## config.mk

```make
export PLATFORM = sky130hd
export DESIGN_NAME = bij_exec
export DESIGN_NICKNAME = d
export VERILOG_FILES = /design/src/bij_pkg.sv /design/src/bij_scan.sv /design/src/bij_acc.sv /design/src/bij_exec.sv
export SDC_FILE = /design/constraint.sdc
export NUM_CORES = 1
export LEC_CHECK = 0
export BUFFER_PORTS_ARGS = -buffer_cell sky130_fd_sc_hd__buf_2
export CAP_MARGIN = 20
export CORE_UTILIZATION = 45
export DETAILED_ROUTE_END_ITERATION = 12
export PLACE_DENSITY = 0.66
export SLEW_MARGIN = 20
export SYNTH_ARGS = -nofsm -noshare
export SYNTH_HDL_FRONTEND = slang
export SYNTH_SLANG_ARGS = --single-unit
```

## constraint.sdc

```tcl
create_clock -name clock -period 9.4 [get_ports clock]
set_input_delay 1.41 -clock clock [delete_from_list [all_inputs] [get_ports clock]]
set_output_delay 1.41 -clock clock [all_outputs]
set_load 0.05 [all_outputs]
```

## src/bij_pkg.sv

```systemverilog
// Constants, opcode patterns and carrier types for the bit-scan,
// increment and jump execution slice. Assumes 24-bit instruction words.
package bij_pkg;
   // Opcode match masks and patterns
   localparam logic [23:0] OPM_SQUARE_DIFF_ACCUMULATE_OP = 24'hfc4c03;
   localparam logic [23:0] OPP_SQUARE_DIFF_ACCUMULATE_OP = 24'hf04002;
   localparam logic [23:0] OPM_SWAP = 24'hfff870;
   localparam logic [23:0] OPP_SWAP = 24'hfd0000;
   localparam logic [23:0] OPM_SCAN = 24'hfff800;
   localparam logic [23:0] OPP_SCBL = 24'hdf0000;
   localparam logic [23:0] OPP_SCLO = 24'hcf8000;
   localparam logic [23:0] OPP_SCRO = 24'hcf0000;
   localparam logic [23:0] OPM_JMPD = 24'hff0001;
   localparam logic [23:0] OPP_JMPD = 24'h040000;
   localparam logic [23:0] OPM_JMPI = 24'hfffff0;
   localparam logic [23:0] OPP_JMPI = 24'h014000;
   localparam logic [23:0] OPM_INC  = 24'hff8000;
   localparam logic [23:0] OPP_INCF = 24'hec0000;
   localparam logic [23:0] OPP_INCW = 24'he80000;
   // Field positions
   localparam int BYTE_BIT = 14;
   localparam int DIR_BIT  = 13;
   localparam int ACC_BIT  = 15;
   // Register offsets (byte addresses) and control reset value
   localparam logic [7:0] OFS_CTRL  = 8'h00;
   localparam logic [7:0] OFS_STAT  = 8'h04;
   localparam logic [7:0] OFS_ACALO = 8'h08;
   localparam logic [7:0] OFS_ACAHI = 8'h0c;
   localparam logic [7:0] OFS_ACBLO = 8'h10;
   localparam logic [7:0] OFS_ACBHI = 8'h14;
   localparam logic [2:0] CTRL_RST  = 3'h0;
   // Status bit positions
   localparam int ST_C = 0, ST_Z = 1, ST_OV = 2, ST_N = 3, ST_DC = 4;
   localparam int ST_SB = 8, ST_SA = 9, ST_OB = 10, ST_OA = 11;
   localparam int ST_SAB = 12, ST_OAB = 13;
   // Saturation limits
   localparam logic [39:0] SAT_POS  = 40'h007fffffff;
   localparam logic [39:0] SAT_NEG  = 40'hff80000000;
   localparam logic [39:0] SSAT_POS = 40'h7fffffffff;
   localparam logic [39:0] SSAT_NEG = 40'h8000000000;
   // Cycles per jump (issue plus one bubble)
   localparam int JUMP_CYC = 2;
   // Write destinations
   typedef enum logic [1:0] {
      KIND_W = 2'h0, KIND_FILE = 2'h1, KIND_WORKING_ACCUMULATOR_REG = 2'h2
   } bij_kind_t;
   typedef struct packed {
      logic        en;
      bij_kind_t   kind;
      logic [12:0] addr;
      logic [2:0]  mode;
      logic [1:0]  byteEn;
      logic [15:0] data;
   } bij_wr_t;
   typedef struct packed {
      logic either_acc_overflow, either_acc_clipped, oa, ob, sa, sb, dc, n, ov, z, c;
   } bij_flags_t;
endpackage

```

## src/bij_scan.sv

```systemverilog
// Three word bit scans on one 16-bit operand, purely combinational.
// Assumes the operand is already fetched through its addressing mode.
`timescale 1ns/10ps
`default_nettype none
module bij_scan (
   // Operand
   input  wire logic [15:0] op,
   // Results and carries
   output logic      [15:0] chgRes,
   output logic             chgNone,
   output logic      [15:0] loRes,
   output logic             loNone,
   output logic      [15:0] roRes,
   output logic             roNone
);
   // Later loop hits overwrite, giving the priority each scan needs
   always_comb begin
      chgRes = 16'hfff1;
      chgNone = 1'b1;
      loRes = 16'h0000;
      loNone = 1'b1;
      roRes = 16'h0000;
      roNone = 1'b1;
      for (int i = 0; i < 15; i++) begin
         if (op[i] != op[15]) begin
            chgRes = 16'(i - 14);
            chgNone = 1'b0;
         end
      end
      for (int i = 0; i < 16; i++) begin
         if (op[i]) begin
            loRes = 16'(16 - i);
            loNone = 1'b0;
         end
      end
      for (int i = 15; i >= 0; i--) begin
         if (op[i]) begin
            roRes = 16'(i + 1);
            roNone = 1'b0;
         end
      end
   end
endmodule // bij_scan
`default_nettype wire

```

## src/bij_acc.sv

```systemverilog
// 40-bit accumulate with optional normal or super saturation.
// Assumes the addend is already sign-extended to 40 bits.
`timescale 1ns/10ps
`default_nettype none
module bij_acc (
   // Operands and mode
   input  wire logic [39:0] acc,
   input  wire logic [39:0] addend,
   input  wire logic        satEn,
   input  wire logic        superSat,
   // Result and flags
   output logic      [39:0] res,
   output logic             ovf,
   output logic             clip
);
   logic [40:0] sum;
   logic        ovf39;
   logic        big;
   assign sum = {acc[39], acc} + {addend[39], addend};
   assign ovf39 = sum[40] ^ sum[39];
   assign big = ovf39 | ~((&sum[39:31]) | ~(|sum[39:31]));
   // Without saturation a wrap past bit 39 still counts as clipping
   always_comb begin
      res = sum[39:0];
      clip = ovf39;
      if (satEn && superSat && ovf39) begin
         res = sum[40] ? bij_pkg::SSAT_NEG : bij_pkg::SSAT_POS;
      end else if (satEn && !superSat) begin
         clip = big;
         if (big) begin
            res = sum[40] ? bij_pkg::SAT_NEG : bij_pkg::SAT_POS;
         end
      end
      ovf = ~((&res[39:31]) | ~(|res[39:31]));
   end
endmodule // bij_acc
`default_nettype wire

```

## src/bij_exec.sv

```systemverilog
// Execution slice: accumulate, swap, scans, jumps and increments,
// with an APB slave for saturation control and flag/accumulator view.
// Assumes decoder supplies resolved operands with each issued word.
//
// Contract
// - Decode accumulate opcode ending 10, one cycle.
// - Swap two W registers, flags kept.
// - Sign-change scan writes result, carry only.
// - Bit 14 is zero, lower negative; clear carry.
// - No change gives FFF1 and carry set.
// - Leading-one scan numbers 1..16, none gives zero.
// - Trailing-one scan zero-extended position to target.
// - Trailing numbering bit 0 is 1, bit15 16.
// - Trailing none writes zero, sets carry, else clears.
// - Trailing decode differs in third nibble; carry only.
// - Scans and swap are word-only operations.
// - Direct jump loads 23-bit literal, kills fetch.
// - Indirect jump loads pointer bits, high zero.
// - Increments update half-carry, N, OV, Z, C.
// - Register increment with mode fields, byte option.
`timescale 1ns/10ps
`default_nettype none
module bij_exec (
   // Clock and reset
   input  wire logic                clock,
   input  wire logic                sys_rst,
   // Instruction issue
   input  wire logic                instrValid,
   output logic                     instrReady,
   input  wire logic [23:0]         instrWord,
   input  wire logic [23:0]         instrWord2,
   // Resolved operands
   input  wire logic [15:0]         opSrc,
   input  wire logic [15:0]         opDst,
   input  wire logic [15:0]         opWm,
   input  wire logic [15:0]         opX,
   input  wire logic [15:0]         opY,
   input  wire logic                srcHiByte,
   input  wire logic                dstHiByte,
   // Register file writes
   output bij_pkg::bij_wr_t         wrA,
   output bij_pkg::bij_wr_t         wrB,
   // Prefetch requests
   output logic                     pfStrobe,
   output logic      [3:0]          pfXop,
   output logic      [3:0]          pfYop,
   // Program counter
   output logic                     pcLoad,
   output logic      [22:0]         pcNext,
   output logic                     fetchKill,
   // Flags and accumulators
   output bij_pkg::bij_flags_t      flags,
   output logic      [39:0]         accumulator_a,
   output logic      [39:0]         accumulator_b,
   // APB slave
   input  wire logic                psel,
   input  wire logic                penable,
   input  wire logic                pwrite,
   input  wire logic [7:0]          paddr,
   input  wire logic [31:0]         pwdata,
   output logic      [31:0]         prdata,
   output logic                     pready,
   output logic                     pslverr
);
   typedef enum logic [1:0] {
      ST_RUN  = 2'b01,
      ST_JUMP = 2'b10
   } bij_state_t;

   bij_state_t          state_q;
   bij_pkg::bij_flags_t flags_q;
   bij_pkg::bij_flags_t flags_d;
   bij_pkg::bij_wr_t    wrA_q;
   bij_pkg::bij_wr_t    wrB_q;
   logic [39:0]         accumulator_a_q;
   logic [39:0]         accumulator_b_q;
   logic [2:0]          ctrl_q;
   logic [31:0]         prdata_q;
   logic                perr_q;
   logic                fire;
   logic isEdac, isSwap, isChg, isLo, isRo, isJd, isJi, isIncF, isIncW;
   logic [15:0] chgRes, loRes, roRes;
   logic        chgNone, loNone, roNone;
   logic [39:0] sqExt, accIn, accRes;
   logic [31:0] sqProd;
   logic        accOvf, accClip, tgtB;
   logic        byteMode, srcLane, dstLane;
   logic [7:0]  byteIn;
   logic [16:0] incW;
   logic [8:0]  incB;
   logic        apbWr, apbSetup;

   assign fire = instrValid & instrReady;
   assign instrReady = (state_q == ST_RUN);

   // Opcode decode, every scan and swap pattern is word-only
   always_comb begin
      isEdac = fire && ((instrWord & bij_pkg::OPM_SQUARE_DIFF_ACCUMULATE_OP)
               == bij_pkg::OPP_SQUARE_DIFF_ACCUMULATE_OP);
      isSwap = fire && ((instrWord & bij_pkg::OPM_SWAP)
               == bij_pkg::OPP_SWAP);
      isChg = fire && ((instrWord & bij_pkg::OPM_SCAN)
              == bij_pkg::OPP_SCBL);
      isLo = fire && ((instrWord & bij_pkg::OPM_SCAN)
             == bij_pkg::OPP_SCLO);
      isRo = fire && ((instrWord & bij_pkg::OPM_SCAN)
             == bij_pkg::OPP_SCRO);
      isJd = fire && ((instrWord & bij_pkg::OPM_JMPD)
             == bij_pkg::OPP_JMPD);
      isJi = fire && ((instrWord & bij_pkg::OPM_JMPI)
             == bij_pkg::OPP_JMPI);
      isIncF = fire && ((instrWord & bij_pkg::OPM_INC)
               == bij_pkg::OPP_INCF);
      isIncW = fire && ((instrWord & bij_pkg::OPM_INC)
               == bij_pkg::OPP_INCW);
   end

   bij_scan u_scan (
      .op      (opSrc),
      .chgRes  (chgRes),
      .chgNone (chgNone),
      .loRes   (loRes),
      .loNone  (loNone),
      .roRes   (roRes),
      .roNone  (roNone)
   );

   // Operands widened before the product so no square bit is lost;
   // the low 32 product bits do not depend on signedness
   assign sqProd = {{16{opWm[15]}}, opWm} * {{16{opWm[15]}}, opWm};
   assign sqExt = {{8{sqProd[31]}}, sqProd};
   assign tgtB = instrWord[bij_pkg::ACC_BIT];
   assign accIn = tgtB ? accumulator_b_q : accumulator_a_q;

   bij_acc u_acc (
      .acc      (accIn),
      .addend   (sqExt),
      .satEn    (tgtB ? ctrl_q[1] : ctrl_q[0]),
      .superSat (ctrl_q[2]),
      .res      (accRes),
      .ovf      (accOvf),
      .clip     (accClip)
   );

   // Increment arithmetic, byte lane picked by the operand address
   assign byteMode = instrWord[bij_pkg::BYTE_BIT];
   assign srcLane = isIncF ? instrWord[0] : srcHiByte;
   assign dstLane = isIncF ? (instrWord[bij_pkg::DIR_BIT]
                    & instrWord[0]) : dstHiByte;
   assign byteIn = srcLane ? opSrc[15:8] : opSrc[7:0];
   assign incW = {1'b0, opSrc} + 17'h00001;
   assign incB = {1'b0, byteIn} + 9'h001;

   // Sequencer, jumps hold issue off for one bubble
   always_ff @(posedge clock or posedge sys_rst) begin
      if (sys_rst) begin
         state_q <= ST_RUN;
      end else begin
         case (state_q)
            ST_RUN: begin
               if (isJd || isJi) begin
                  state_q <= ST_JUMP;
               end
            end
            ST_JUMP: state_q <= ST_RUN;
            default: state_q <= ST_RUN;
         endcase
      end
   end

   // Program counter load and fetch kill pulses
   always_ff @(posedge clock or posedge sys_rst) begin
      if (sys_rst) begin
         pcLoad <= 1'b0;
         fetchKill <= 1'b0;
         pcNext <= 23'h000000;
      end else begin
         pcLoad <= isJd | isJi;
         fetchKill <= isJd | isJi;
         if (isJd) begin
            pcNext <= {instrWord2[6:0], instrWord[15:1], 1'b0};
         end else if (isJi) begin
            pcNext <= {7'h00, opSrc[15:1], 1'b0};
         end
      end
   end

   // Register file write ports, one-cycle strobes
   always_ff @(posedge clock or posedge sys_rst) begin
      if (sys_rst) begin
         wrA_q <= '0;
         wrB_q <= '0;
      end else begin
         wrA_q <= '0;
         wrB_q <= '0;
         if (isEdac) begin
            wrA_q.en <= 1'b1;
            wrA_q.kind <= bij_pkg::KIND_W;
            wrA_q.addr <= {9'h000, 2'b01, instrWord[13:12]};
            wrA_q.byteEn <= 2'b11;
            wrA_q.data <= opX - opY;
         end else if (isSwap) begin
            wrA_q.en <= 1'b1;
            wrA_q.kind <= bij_pkg::KIND_W;
            wrA_q.addr <= {9'h000, instrWord[10:7]};
            wrA_q.byteEn <= 2'b11;
            wrA_q.data <= opSrc;
            wrB_q.en <= 1'b1;
            wrB_q.kind <= bij_pkg::KIND_W;
            wrB_q.addr <= {9'h000, instrWord[3:0]};
            wrB_q.byteEn <= 2'b11;
            wrB_q.data <= opDst;
         end else if (isChg || isLo || isRo) begin
            wrA_q.en <= 1'b1;
            wrA_q.kind <= bij_pkg::KIND_W;
            wrA_q.addr <= {9'h000, instrWord[10:7]};
            wrA_q.byteEn <= 2'b11;
            wrA_q.data <= isChg ? chgRes
                          : (isLo ? loRes : roRes);
         end else if (isIncF || isIncW) begin
            wrA_q.en <= 1'b1;
            if (isIncF) begin
               wrA_q.kind <= instrWord[bij_pkg::DIR_BIT] ?
                             bij_pkg::KIND_FILE : bij_pkg::KIND_WORKING_ACCUMULATOR_REG;
               wrA_q.addr <= instrWord[12:0];
            end else begin
               wrA_q.kind <= bij_pkg::KIND_W;
               wrA_q.addr <= {9'h000, instrWord[10:7]};
               wrA_q.mode <= instrWord[13:11];
            end
            if (byteMode) begin
               wrA_q.byteEn <= dstLane ? 2'b10 : 2'b01;
               wrA_q.data <= {incB[7:0], incB[7:0]};
            end else begin
               wrA_q.byteEn <= 2'b11;
               wrA_q.data <= incW[15:0];
            end
         end
      end
   end

   // Prefetch field hand-off for the address generator
   always_ff @(posedge clock or posedge sys_rst) begin
      if (sys_rst) begin
         pfStrobe <= 1'b0;
         pfXop <= 4'h0;
         pfYop <= 4'h0;
      end else begin
         pfStrobe <= isEdac;
         if (isEdac) begin
            pfXop <= instrWord[9:6];
            pfYop <= instrWord[5:2];
         end
      end
   end

   // Accumulators, only the selected one moves
   always_ff @(posedge clock or posedge sys_rst) begin
      if (sys_rst) begin
         accumulator_a_q <= 40'h0000000000;
         accumulator_b_q <= 40'h0000000000;
      end else if (isEdac) begin
         if (tgtB) begin
            accumulator_b_q <= accRes;
         end else begin
            accumulator_a_q <= accRes;
         end
      end
   end

   // Flag next value; clipped bits stick, set beats software clear
   always_comb begin
      flags_d = flags_q;
      if (apbWr && paddr == bij_pkg::OFS_STAT) begin
         flags_d.sa = flags_q.sa & ~pwdata[bij_pkg::ST_SA];
         flags_d.sb = flags_q.sb & ~pwdata[bij_pkg::ST_SB];
      end
      if (isEdac) begin
         if (tgtB) begin
            flags_d.ob = accOvf;
            flags_d.sb = flags_d.sb | accClip;
         end else begin
            flags_d.oa = accOvf;
            flags_d.sa = flags_d.sa | accClip;
         end
      end
      if (isChg) begin
         flags_d.c = chgNone;
      end
      if (isLo) begin
         flags_d.c = loNone;
      end
      if (isRo) begin
         flags_d.c = roNone;
      end
      if (isIncF || isIncW) begin
         if (byteMode) begin
            flags_d.c = incB[8];
            flags_d.z = (incB[7:0] == 8'h00);
            flags_d.n = incB[7];
            flags_d.ov = (byteIn == 8'h7f);
            flags_d.dc = &byteIn[3:0];
         end else begin
            flags_d.c = incW[16];
            flags_d.z = (incW[15:0] == 16'h0000);
            flags_d.n = incW[15];
            flags_d.ov = (opSrc == 16'h7fff);
            flags_d.dc = &opSrc[7:0];
         end
      end
      flags_d.either_acc_overflow = flags_d.oa | flags_d.ob;
      flags_d.either_acc_clipped = flags_d.sa | flags_d.sb;
   end

   always_ff @(posedge clock or posedge sys_rst) begin
      if (sys_rst) begin
         flags_q <= '0;
      end else begin
         flags_q <= flags_d;
      end
   end

   // APB: zero wait, read data captured in the setup cycle
   assign apbSetup = psel & ~penable;
   assign apbWr = psel & penable & pwrite;
   assign pready = 1'b1;

   always_ff @(posedge clock or posedge sys_rst) begin
      if (sys_rst) begin
         ctrl_q <= bij_pkg::CTRL_RST;
      end else if (apbWr && paddr == bij_pkg::OFS_CTRL) begin
         ctrl_q <= pwdata[2:0];
      end
   end

   always_ff @(posedge clock or posedge sys_rst) begin
      if (sys_rst) begin
         prdata_q <= 32'h00000000;
         perr_q <= 1'b0;
      end else if (apbSetup) begin
         perr_q <= 1'b0;
         case (paddr)
            bij_pkg::OFS_CTRL:  prdata_q <= {29'h0, ctrl_q};
            bij_pkg::OFS_STAT:  prdata_q <= {18'h0, flags_q.either_acc_overflow,
               flags_q.either_acc_clipped, flags_q.oa, flags_q.ob, flags_q.sa,
               flags_q.sb, 3'h0, flags_q.dc, flags_q.n, flags_q.ov,
               flags_q.z, flags_q.c};
            bij_pkg::OFS_ACALO: prdata_q <= accumulator_a_q[31:0];
            bij_pkg::OFS_ACAHI: prdata_q <= {24'h0, accumulator_a_q[39:32]};
            bij_pkg::OFS_ACBLO: prdata_q <= accumulator_b_q[31:0];
            bij_pkg::OFS_ACBHI: prdata_q <= {24'h0, accumulator_b_q[39:32]};
            default: begin
               prdata_q <= 32'h00000000;
               perr_q <= 1'b1;
            end
         endcase
      end
   end

   assign prdata = prdata_q;
   assign pslverr = perr_q & psel & penable;
   assign wrA = wrA_q;
   assign wrB = wrB_q;
   assign flags = flags_q;
   assign accumulator_a = accumulator_a_q;
   assign accumulator_b = accumulator_b_q;
endmodule // bij_exec
`default_nettype wire

```

==> flow_summary.toml <==
[sta]
relSlewSlack = 0.270
fin_crit_ns = 8.70
finalHoldViolations = 0
worstMarginPinSlew_ns = 1.09
fin_setup_tns_ns = 0
finalSetupViolations = 0
post-route-period-util = 0.926
clock.fmax_mhz = 115
skew_ns = 0.0346
rsz0062_at_grt = "no"
final_max_slew_viol_count = 0

[synth]
yosysWarnings = 0
yosys-top-cells-area = "fa_1, dfrtp_1, ha_1"
synthCells = 2738
synth_cell_types = 93
seq_area_frac_synth = 0.224
synthFlopType = "dfrtp_1"
syn-cell-area_mm2 = 0.0245
synth_seq_cells = 219
synth_top_area_cell = "fa_1"
synth_most_common_cell = "inv_1"
syn_area_per_cell_um2 = 8.94
synth_common_cells = "inv_1, fa_1, nand2_1"
synth_edf_count = 0
async_flop_share = 1.00
synthDominantCellAreaShare = 0.250

[die]
die-area_mm2 = 0.0553
std_cell_rows = 85
start_util = 0.455
core_mm2 = 0.0538
die_x_um = 235
die_y_um = 235
ios = 410

[setup_path]
start_kind = "primary input"
cp_top_family = "adder cells"
critPathKind = "primary input to flop"
setup.worst_path.end_class = "flop"
cp_max_fo = 20
crit_top_cell = "fa_1"
arrival_ns = 9.12
max_stage_delay_ns = 0.74
crit_buf_inv = 8
crit_required_ns = 9.81
cp_slowest_cell = "fa_1"

[clock_network]
root_buffer = "clkbuf_16"
clkTransAtPathRegs_ns = 0.06
post_cts_resized = 0
cts_tree = "done"
clock_sinks = 219
hold_buffers = 0
htreeDepth = 1
post_cts_buffers = 0
numCtsBuffers = 26
clkLatencyLatePin_ns = 0.60
clockBufferDepth = 3

[drt]
drt_iter0_markers = 1673
viasPerCell = 5.60
drt_wl_total_um = 79700
routedWlPerCell_um = 21.2
drc = 0
first_pass_iters = 5
num_vias = 21100
antenna_left = 0

[final_layout]
nets = 3686
area_delta_synth_final_pct = 13.9
num-fill-cells = 5067
post-route-cell-area_mm2 = 0.0279
drive_gt1_frac = 0.184
final-instance-count-excl-fill = 3768

[status]
status = "completed"

[min_path]
hp-class = "flop to flop"

[flow_run]
drv_cap = 0

[placed_design]
numPortBuffers = 349
placed_cells = 3715
place_area_mm2 = 0.0270
dp.final_hpwl_um = 64200
place_congestion = 0.971

[grt]
grt_pass1_vias = 21600
grt_start_max_net_pins = 97
grt_usage = 0.291
grt_pass1_wl_um = 125000
gr-total-overflow = 0
antenna_found_initial = 7
-- worst paths after layout --
kind                       slack [ns]                end         startpoint  depth (start not counted)
min in group asynchronous        0.92            wrB[10]            sys_rst                          2
min                              0.46           pfXop[2]           pfXop[2]                          2
min reg2reg                      0.46           pfXop[2]           pfXop[2]                          2
max reg2reg                      2.38           flags[7]  accumulator_b[11]                         22
max                              0.70  accumulator_a[30]           opWm[15]                         26
max in group asynchronous        7.06         prdata[30]            sys_rst                          3
-- registers in the layout, indices dropped and copies added, names as in the netlist, 2 cells and up --
| name | count |
|---|---|
| wrA | 37 |
| accumulator_b | 40 |
| accumulator_a | 40 |
| wrB | 21 |
| state_q | 2 |
| flags | 11 |
| pfXop | 4 |
| prdata | 32 |
| pfYop | 4 |
| ctrl_q | 3 |
| pcNext | 22 |
-- tightest hold or removal path, stage by stage, from the launching register on --
cell	delay (ns)
dfrtp_1	0.34
nand2_1	0.05
nand2_1	0.05
-- per-stage QoR --
stage | util | hold slack, ns | setup WS [ns]
detailed placement | 0.501 | 0.452 | 0.169
floorplan | - | 0.456 | 0.637
CTS | 0.518 | 0.466 | 0.747
global placement | 0.501 | 0.449 | 0.269
global route | 0.518 | 0.480 | 0.243
finish | 0.518 | 0.462 | 0.696
-- logic make-up (layout without fill, tap and decap cells) --
| kind of cell | after synthesis | in the layout | synth area share |
|---|---|---|---|
| AO/OA/AOI/OAI | 525 | 525 | 0.134 |
| buffers and inverters | 597 | 912 | 0.0996 |
| flip-flops | 219 | 219 | 0.224 |
| multiplexers | 80 | 80 | 0.0354 |
| AND/OR/NAND/NOR | 783 | 783 | 0.151 |
| adder cells (fa/ha/maj) | 463 | 463 | 0.331 |
| other | 2 | 21 | 0.000307 |
| XOR/XNOR | 69 | 69 | 0.0255 |
-- per-layer routing --
layer  part of all wire  wire length (µm)  global-route usage
met1               0.42             33500               0.397
met2               0.47             37500               0.471
met3              0.078              6210              0.0502
met4              0.032              2530              0.0975
met5            0.00029                23                   0
-- final cells by class --
class	instances	area (µm²)	share of cell area
antenna	5	12.5	0.000449
inverter	452	1700	0.0611
multi-input combinational	1936	16600	0.597
timing repair buffer	412	2270	0.0814
clock inverter	12	151	0.00543
tap	696	871	0.0312
sequential	219	5480	0.197
clock buffer	36	738	0.0265
-- placed cells by master (no fill, tap or decap), types with 50 or more instances in the layout --
cell type	instances
dfrtp_1	218
mux2_2	50
nand2_1	287
o21ai_0	142
nor2_1	189
buf_2	349
xnor2_1	50
inv_1	451
buf_4	59
ha_1	157
fa_1	306
a21oi_1	179
and2_1	80
Power is not shown: default switching activity piles up to over one toggle a cycle in this logic, so the estimate is an artifact.
